<file path="src/hw/adct_pkg.sv">
// Shared constants and types for the converter timing generator
package adct_pkg;
    // Field positions inside the converter control word
    localparam int unsigned DIV_SEL_LSB   = 14;
    localparam int unsigned WIN_SEL_LSB   = 12;
    // Divider select codes and their ratios
    localparam logic [1:0]  DIV_SEL_BY4   = 2'h0;
    localparam logic [1:0]  DIV_SEL_BY2   = 2'h1;
    localparam logic [1:0]  DIV_SEL_BY16  = 2'h2;
    localparam logic [1:0]  DIV_SEL_BY8   = 2'h3;
    localparam logic [4:0]  RATIO_BY4     = 5'h04;
    localparam logic [4:0]  RATIO_BY2     = 5'h02;
    localparam logic [4:0]  RATIO_BY16    = 5'h10;
    localparam logic [4:0]  RATIO_BY8     = 5'h08;
    // Sample window lengths in basic clock periods
    localparam logic [6:0]  WIN_8         = 7'h08;
    localparam logic [6:0]  WIN_16        = 7'h10;
    localparam logic [6:0]  WIN_32        = 7'h20;
    localparam logic [6:0]  WIN_64        = 7'h40;
    // Conversion phase after the window
    localparam logic [6:0]  CONV_BC       = 7'h28;
    localparam logic [1:0]  TAIL_CPU      = 2'h2;
    // Reset values
    localparam logic [1:0]  DIV_SEL_RST   = 2'h0;
    localparam logic [1:0]  WIN_SEL_RST   = 2'h0;
    typedef enum logic [1:0] {ST_IDLE, ST_SAMPLE, ST_CONVERT, ST_TAIL} adct_state_t;
endpackage

</file>
<file path="src/hw/adct_bc_if.sv">
// Interface between the sequencer and the basic clock divider
`timescale 1ns/100ps
`default_nettype none
interface adct_bc_if;
    logic [1:0] div_sel;
    logic       run;
    logic       tick;
    modport seq (output div_sel, output run, input tick);
    modport div (input div_sel, input run, output tick);
endinterface
`default_nettype wire

</file>
<file path="src/hw/adct_bc_div.sv">
// Basic clock divider: one-cycle tick every 2, 4, 8 or 16 core cycles
`timescale 1ns/100ps
`default_nettype none
module adct_bc_div
(
    input  wire logic core_clk,
    input  wire logic rst,
    adct_bc_if.div    bc
);
    import adct_pkg::*;

    logic [4:0] cnt;
    logic [4:0] ratio;
    logic       wrap;

    // Ratio decode from the latched select
    assign ratio = (bc.div_sel == DIV_SEL_BY4)  ? RATIO_BY4  :
                   (bc.div_sel == DIV_SEL_BY2)  ? RATIO_BY2  :
                   (bc.div_sel == DIV_SEL_BY16) ? RATIO_BY16 : RATIO_BY8;
    assign wrap  = (cnt == ratio - 5'h01);

    // Counter restarts with each conversion so phase is repeatable
    always_ff @(posedge core_clk)
    begin
        if (rst || !bc.run)
            cnt <= 5'h00;
        else
            cnt <= wrap ? 5'h00 : cnt + 5'h01;
    end

    // Tick marks the end of each basic clock period
    always_ff @(posedge core_clk)
    begin
        if (rst)
            bc.tick <= 1'b0;
        else
            bc.tick <= bc.run && (cnt == ratio - 5'h02);
    end
endmodule
`default_nettype wire

</file>
<file path="src/hw/adct_timing.sv">
// Converter timing generator: basic clock, sample window, conversion phase
// How it works
// - Basic clock is core clock divided by 4, 2, 16 or 8 per select.
// - Sample window lasts 8, 16, 32 or 64 basic clock periods.
// - Conversion lasts window plus 40 basic periods plus 2 core cycles.
// - Input tracking stops when the sample window ends.
`timescale 1ns/100ps
`default_nettype none
module adct_timing
(
    input  wire logic        core_clk,
    input  wire logic        rst,
    input  wire logic [15:0] converter_control_word,
    input  wire logic        start,
    output logic             busy,
    output logic             sample_track,
    output logic             convert_step,
    output logic             done
);
    import adct_pkg::*;

    adct_bc_if   bc ();
    adct_state_t state;
    adct_state_t next_state;
    logic [1:0]  win_sel;
    logic [1:0]  div_sel;
    logic [6:0]  periods;
    logic [6:0]  win_len;
    logic [1:0]  tail;
    logic        take;
    logic        win_end;
    logic        conv_end;

    adct_bc_div u_div (
        .core_clk (core_clk),
        .rst      (rst),
        .bc       (bc)
    );

    // Window length decode from the captured select
    assign win_len  = (win_sel == 2'h0) ? WIN_8  :
                      (win_sel == 2'h1) ? WIN_16 :
                      (win_sel == 2'h2) ? WIN_32 : WIN_64;
    assign take     = (state == ST_IDLE) && start;
    assign win_end  = (state == ST_SAMPLE) && bc.tick && (periods == win_len - 7'h01);
    assign conv_end = (state == ST_CONVERT) && bc.tick && (periods == CONV_BC - 7'h01);
    assign bc.div_sel = div_sel;
    assign bc.run     = (state == ST_SAMPLE) || (state == ST_CONVERT);

    // Capture selects only at start; later writes wait for the next run
    always_ff @(posedge core_clk)
    begin
        if (rst)
        begin
            div_sel <= DIV_SEL_RST;
            win_sel <= WIN_SEL_RST;
        end
        else if (take)
        begin
            div_sel <= converter_control_word[DIV_SEL_LSB +: 2];
            win_sel <= converter_control_word[WIN_SEL_LSB +: 2];
        end
    end

    // Next state
    always_comb
    begin
        next_state = state;
        case (state)
            ST_IDLE:    if (start) next_state = ST_SAMPLE;
            ST_SAMPLE:  if (win_end) next_state = ST_CONVERT;
            ST_CONVERT: if (conv_end) next_state = ST_TAIL;
            ST_TAIL:    if (tail == TAIL_CPU - 2'h1) next_state = ST_IDLE;
            default:    next_state = ST_IDLE;
        endcase
    end

    // State, period and tail counters
    always_ff @(posedge core_clk)
    begin
        if (rst)
            state <= ST_IDLE;
        else
            state <= next_state;
    end

    always_ff @(posedge core_clk)
    begin
        if (rst || take || win_end || conv_end)
            periods <= 7'h00;
        else if (bc.tick)
            periods <= periods + 7'h01;
    end

    always_ff @(posedge core_clk)
    begin
        if (rst || state != ST_TAIL)
            tail <= 2'h0;
        else
            tail <= tail + 2'h1;
    end

    // Registered outputs; track drops the cycle the window closes
    always_ff @(posedge core_clk)
    begin
        if (rst)
        begin
            busy         <= 1'b0;
            sample_track <= 1'b0;
            convert_step <= 1'b0;
            done         <= 1'b0;
        end
        else
        begin
            busy         <= (next_state != ST_IDLE);
            sample_track <= (next_state == ST_SAMPLE);
            convert_step <= (state == ST_CONVERT) && bc.tick;
            done         <= (state == ST_TAIL) && (next_state == ST_IDLE);
        end
    end

    // Helper: cycles since start, for timing checks
    logic [11:0] run_cnt;
    logic [4:0]  ratio_a;
    logic [6:0]  win_a;
    always_ff @(posedge core_clk)
    begin
        if (rst || take)
            run_cnt <= 12'h000;
        else if (busy)
            run_cnt <= run_cnt + 12'h001;
    end
    assign ratio_a = (div_sel == DIV_SEL_BY4)  ? RATIO_BY4  :
                     (div_sel == DIV_SEL_BY2)  ? RATIO_BY2  :
                     (div_sel == DIV_SEL_BY16) ? RATIO_BY16 : RATIO_BY8;
    assign win_a   = win_len;

    // Helper: steps seen in this run and cycles since the last one
    logic [6:0]  step_cnt;
    logic [4:0]  gap;
    always_ff @(posedge core_clk)
    begin
        if (rst || take)
            step_cnt <= 7'h00;
        else if (convert_step)
            step_cnt <= step_cnt + 7'h01;
    end

    // Gap saturates so a long idle spell cannot wrap into a false match
    always_ff @(posedge core_clk)
    begin
        if (rst || convert_step)
            gap <= 5'h00;
        else if (gap != 5'h1F)
            gap <= gap + 5'h01;
    end
endmodule
`default_nettype wire

</file>
<file path="config.mk">
export PLATFORM = sky130hd
export DESIGN_NAME = adct_timing
export DESIGN_NICKNAME = d
export VERILOG_FILES = /design/src/hw/adct_pkg.sv /design/src/hw/adct_bc_if.sv /design/src/hw/adct_bc_div.sv /design/src/hw/adct_timing.sv
export SDC_FILE = /design/constraint.sdc
export NUM_CORES = 1
export LEC_CHECK = 0
export ABC_AREA = 0
export BUFFER_PORTS_ARGS = -buffer_cell sky130_fd_sc_hd__buf_4
export CAP_MARGIN = 10
export CORE_UTILIZATION = 57
export CTS_CLUSTER_DIAMETER = 120
export DETAILED_ROUTE_END_ITERATION = 8
export PLACE_DENSITY_LB_ADDON = 0.1
export SKIP_LAST_GASP = 1
export SLEW_MARGIN = 20
export SYNTH_ARGS = -nofsm -noshare
export SYNTH_HDL_FRONTEND = slang
export SYNTH_SLANG_ARGS = --single-unit
</file>
<file path="constraint.sdc">
create_clock -name core_clk -period 4.05 [get_ports core_clk]
set_clock_uncertainty 0.1 [all_clocks]
set_input_delay 0.81 -clock core_clk [delete_from_list [all_inputs] [get_ports core_clk]]
set_output_delay 0.81 -clock core_clk [all_outputs]
set_load 0.01 [all_outputs]
</file>
==> flow_metrics.py, run 1 <==
metrics = {
    "sta": {
        "maxSlewViolCount": 0,
        "worst_pin_slew_ps": 585,
        "tns_ps": 0,
        "setup_viol": 0,
        "finalHoldViolations": 0,
        "fmax_ghz": 0.557,
        "grt_setup_unrepaired": "false",
        "slew_headroom_pct": 61.0,
        "min_period_over_period_pct": 44.3,
        "period_minus_slack_ps": 1800,
    },
    "finish": {
        "n_fill_cell": 156,
        "syn_to_final_growth_pct": 10.3,
        "antenna_cells": 0,
        "mostFrequentLayoutCells": "dfxtp_1, nor2_1, nand2_1",
        "fin_nets": 169,
        "final_common_cell": "dfxtp_1",
        "drive_gt1_share_pct": 11.4,
        "multiInputGateArea_um2": 618,
        "seqCellArea_um2": 500,
    },
    "cts": {
        "root_buffer": "clkbuf_4",
        "cts.sinks": 25,
        "numCtsBuffers": 3,
        "cts_setup_buffers": 0,
        "cts.reportedPaths.clkPinSlew_ps": 130,
        "hold_buffers": 0,
        "cts_tree": "done",
        "cts_htree_levels": 1,
        "post_cts_resized": 0,
        "clk_latency_ps": 320,
        "cts_buffer_depth": 2,
    },
    "synth": {
        "syn_inst": 129,
        "yosysSeqAreaShare_pct": 43.2,
        "synth_nets": 157,
        "ys_warn_count": 0,
        "synth_seq_cells": 25,
        "synth_area_um2": 1160,
        "syn_area_per_cell_um2": 8.98,
        "synthDistinctLibCells": 34,
    },
    "critical_path": {
        "path_class": "reg2reg",
        "crit_family": "compound AO/OA/AOI/OAI gates",
        "worstPathRequired_ps": 4190,
        "critPathBufInv": 1,
        "max_stage_delay_ps": 470,
        "cp-start-kind": "register",
        "critPathCaptureType": "register",
        "rrSetupSlack_ps": 2250,
        "worstPathCellList": "inv_1 > ha_1 > o311ai_1 > nor2_1 > nor3_1",
        "crit_slowest_cell": "o311ai_1",
        "worstPathArrival_ps": 1940,
        "worst-path-max-fanout": 5,
    },
    "power": {
        "power_frac_seq_pct": 47.7,
        "power_switching_share_pct": 36.5,
        "power.switching_mw": 0.241,
        "max-vdd-ir-drop_mv": 0.325,
        "pwr-share-comb_pct": 35.7,
        "pwr-share-clk_pct": 16.6,
        "total_power_mw": 0.661,
        "power.leakage_nw": 0.503,
        "power.internal_mw": 0.420,
        "pwr_density_cell_nw_per_um2": 518,
    },
    "placement": {
        "port_buffers": 10,
        "gp_congestion": 0.763,
        "dp_hpwl_mm": 1.56,
    },
    "grt": {
        "grt_max_degree": 14,
        "grt_overflow": 0,
        "antenna_found_initial": 0,
        "grt_pass1_vias": 846,
        "track_usage_pct": 22.8,
        "grt_pass1_wl_mm": 3.48,
    },
    "drt": {
        "wl_mm": 2.03,
        "dr_total_vias": 916,
        "via_per_inst": 5.55,
        "wire_per_inst_um": 12.3,
        "drt-pass1-iter-count": 4,
        "detail-route-antenna-nets": 0,
        "first_iter_violations": 19,
        "drcViolationCount": 0,
    },
    "die": {
        "die-width_um": 47.1,
        "placementRows": 15,
        "die-area_um2": 2220,
        "io_pins": 23,
        "start_util_pct": 63.6,
        "fp.coreArea_um2": 1820,
        "chipHeight_um": 47.1,
    },
    "run_status": {
        "outcome": "complete, no violations",
    },
    "run": {
        "max-cap-violations": 0,
    },
    "worst_hold_path": {
        "holdCritPathClass": "reg2reg",
    },
}
layer usage:
| layer | track usage [%] | vias to the layer above | share of wire, % |
|---|---|---|---|
| li1 | - | 461 | - |
| met1 | 26.5 | 438 | 44 |
| met2 | 39.4 | 13 | 51 |
| met3 | 6.92 | 4 | 3.1 |
| met4 | 8.57 | 0 | 1.7 |
| met5 | 0 | - | 0 |
per-stage QoR:
stage	cell area (um2)	hold WS, ps	worst slack (ps)	utilization [%]	cells
after floorplan	1160	299	2410	-	129
after global placement	1250	307	2180	68.7	161
after detailed placement	1250	319	2180	68.7	161
after CTS	1280	337	2250	70.2	165
after global routing	1280	364	2070	70.2	165
final	1280	330	2250	70.2	165
power groups by stage:
stage	registers (mW)	logic (mW)	clock network, mW
after CTS	0.315	0.237	0.114
after detailed placement	0.321	0.235	0
after global routing	0.322	0.266	0.126
after global placement	0.317	0.229	0
final	0.315	0.236	0.110
after floorplan	0.316	0.175	0
cells in the mapped netlist, drive strengths merged:
cell type  number  share of area, %
nand4b          1              0.76
o32ai           1               1.4
o31ai           1              0.65
dfxtp          25                43
or2             1              0.54
clkbuf          1              0.32
nor3            1              0.43
mux2i           1              0.86
and3            2               1.1
a32oi           1               1.4
buf             2              0.86
o311ai          2               2.2
nor3b           1              0.65
nand3           9               3.9
a21oi           5               2.2
o2111ai         1              0.76
xnor2           4               3.0
nand2          12               3.9
nor4            4               2.2
and2            1              0.54
o21ai           2              0.86
a21o            1              0.65
inv             7               2.3
nand4           2               1.1
or3             1              0.54
nor2           20               6.5
xor2            7               5.3
nor2b           1              0.54
ha              9               9.7
o22ai           1              0.54
nand2b          1              0.54
o31a            1              0.76
final timing paths:
path	startpoint	to	cells past startpoint
worst max-delay path	state[0]	sample_track	5
worst min-delay path	tail[0]	tail[0]	1
worst max register to register	state[0]	sample_track	5
worst min register to register	tail[0]	tail[0]	1
flip-flops by register name (all words and copies together), names as in the netlist:
name	cells
bc.div_sel	2
busy	1
convert_step	1
done	1
periods	7
sample_track	1
state	2
tail	2
u_div.bc.tick	1
u_div.cnt	5
win_sel	2
worst reg2reg max path, stage by stage (launching register included):
cell and delay, ps:
dfxtp_1 440, inv_1 140, ha_1 280, o311ai_1 470, nor2_1 100, nor3_1 190
logic make-up (layout without fill, tap and decap cells):
logic type	count (synthesis)	after routing	share of synthesized area, %
AND/OR/NAND/NOR	57	57	23.1
adder cells (fa/ha/maj)	9	9	9.72
buffers and inverters	10	21	3.46
multiplexers	1	1	0.864
XOR/XNOR	11	11	8.32
AO/OA/AOI/OAI	16	16	11.3
flip-flops	25	25	43.2
cell type report:
type / instances / share of cell area (%)
Timing Repair Buffer: 10 / 5.88
Sequential cell: 25 / 39.2
Inverter: 7 / 2.06
Tap cell: 25 / 2.45
Multi-Input combinational cell: 94 / 48.4
Clock buffer: 4 / 2.06
No activity file was read; power rests on OpenSTA's default activity.
==> run 2: changes to the inputs <==
Settings changed: CORE_UTILIZATION 57 to 48.
Clock period 4.05 ns to 1.6 ns, I/O delays scaled along.
==> flow_metrics.py, run 2 (synthesis results as in run 1) <==
metrics = {
    "grt": {
        "antenna_found_initial": 0,
        "grt_pass1_wl_mm": 4.26,
        "grt_overflow": 0,
        "track_usage_pct": 22.5,
        "grt_max_degree": 14,
        "grt_pass1_vias": 1042,
    },
    "cts": {
        "cts.reportedPaths.clkPinSlew_ps": 120,
        "cts.sinks": 25,
        "cts_buffer_depth": 2,
        "cts_tree": "done",
        "cts_htree_levels": 1,
        "root_buffer": "clkbuf_4",
        "numCtsBuffers": 3,
        "clk_latency_ps": 300,
    },
    "drt": {
        "first_iter_violations": 11,
        "drt-pass1-iter-count": 4,
        "drcViolationCount": 0,
        "via_per_inst": 5.33,
        "detail-route-antenna-nets": 0,
        "wire_per_inst_um": 14.0,
        "dr_total_vias": 1023,
        "wl_mm": 2.69,
    },
    "placement": {
        "post-place-ws_ps": -81.9,
        "gp_congestion": 0.814,
        "dp_hpwl_mm": 1.84,
        "port_buffers": 10,
    },
    "critical_path": {
        "worst-path-max-fanout": 4,
        "startpoint": "state[0]",
        "rr_startpoint": "state[0]",
        "reg2reg_to": "busy",
        "worstPathRequired_ps": 1710,
        "cp-start-kind": "register",
        "max_stage_delay_ps": 360,
        "crit_family": "compound AO/OA/AOI/OAI gates",
        "worstPathCellList": "buf_4 > ha_2 > inv_1 > nor2_1 > o21ai_2 > a32oi_2 > o31a_1",
        "reg2reg_depth": 7,
        "rrSetupSlack_ps": -30,
        "worstPathArrival_ps": 1740,
        "path_class": "reg2reg",
        "crit_slowest_cell": "dfxtp_2",
        "critPathBufInv": 2,
        "critPathCaptureType": "register",
    },
    "power": {
        "max-vdd-ir-drop_mv": 1.02,
        "pwr_density_cell_nw_per_um2": 1320,
        "power.leakage_nw": 0.659,
        "total_power_mw": 2.14,
    },
    "sta": {
        "slew_headroom_pct": 80.7,
        "grt_setup_unrepaired": "true",
        "setup_viol": 2,
        "min_period_over_period_pct": 102,
        "finalHoldViolations": 0,
        "period_minus_slack_ps": 1630,
        "fin_ws_ps": -34.5,
        "worst_pin_slew_ps": 289,
        "maxSlewViolCount": 0,
        "fmax_ghz": 0.612,
    },
    "run_status": {
        "failed_checks": "negative setup slack",
        "outcome": "finished with violations",
    },
    "worst_hold_path": {
        "hold_start": "rst",
        "hold_end": "win_sel[0]",
        "holdCritPathClass": "in2reg",
        "hold_depth": 2,
    },
    "die": {
        "io_pins": 23,
        "die-area_um2": 2610,
        "start_util_pct": 51.9,
        "die-width_um": 51.1,
        "placementRows": 17,
        "chipHeight_um": 51.1,
        "fp.coreArea_um2": 2230,
    },
    "finish": {
        "n_fill_cell": 159,
        "syn_to_final_growth_pct": 40.5,
        "drive_gt1_share_pct": 42.1,
        "largest_reg_flops": 7,
        "largestRegisters": "periods x7, u_div.cnt x5",
        "top_register": "periods",
        "antenna_cells": 0,
        "fin_nets": 193,
        "mostFrequentLayoutCells": "buf_4, nor2_1, dfxtp_1",
        "final_common_cell": "buf_4",
    },
    "run": {
        "max-cap-violations": 0,
    },
}
[run 2: worst max path at each step]
stage / endpoint / slack [ps] / cells after the start
global placement: busy / -50 / 7
detailed placement: done / -80 / 5
floorplan: busy / 20 / 5
finish: busy / -30 / 7
CTS: u_div.cnt[3] / -30 / 5
global route: done / -120 / 7
[run 2: metal layers]
layer  up-vias  GRT usage (%)  wire, um
met4         0           15.7       100
met3        10           4.76        46
met1       486           23.8      1090
li1        513              -         -
met2        14           39.3      1460
met5         -              0         0
[run 2: timing repair]
item | in CTS | in global routing
hold buffers | 0 | 0
setup endpoints to repair | 16 | 17
pin swaps | 6 | 6
setup buffers | 1 | 1
resized for setup | 14 | 24
[run 2: layout make-up]
class / instances / area [um2] / area share [%]
Multi-Input combinational cell: 94 / 772 / 47.4
Sequential cell: 25 / 513 / 31.5
Timing Repair Buffer: 34 / 255 / 15.7
Tap cell: 28 / 35.0 / 2.15
Clock buffer: 4 / 26.3 / 1.61
Inverter: 7 / 26.3 / 1.61
[run 2: metrics by stage]
stage / hold WS, ps / setup TNS (ps) / instance area (um2) / instances / utilization (%)
after floorplan: 289 / 0 / 1160 / 129 / -
after global routing: 103 / -1100 / 1630 / 192 / 72.9
after CTS: 101 / -70.1 / 1510 / 191 / 67.8
after global placement: 308 / -143 / 1420 / 186 / 63.6
after detailed placement: 325 / -454 / 1420 / 186 / 63.6
final: 116 / -37.1 / 1630 / 192 / 72.9
[run 2: power by group]
group | leakage (nW) | switching [mW] | internal, mW | total [mW]
Clock | 0.0150 | 0.167 | 0.0972 | 0.265
Sequential | 0.208 | 0.0857 | 0.719 | 0.805
Combinational | 0.436 | 0.537 | 0.536 | 1.07
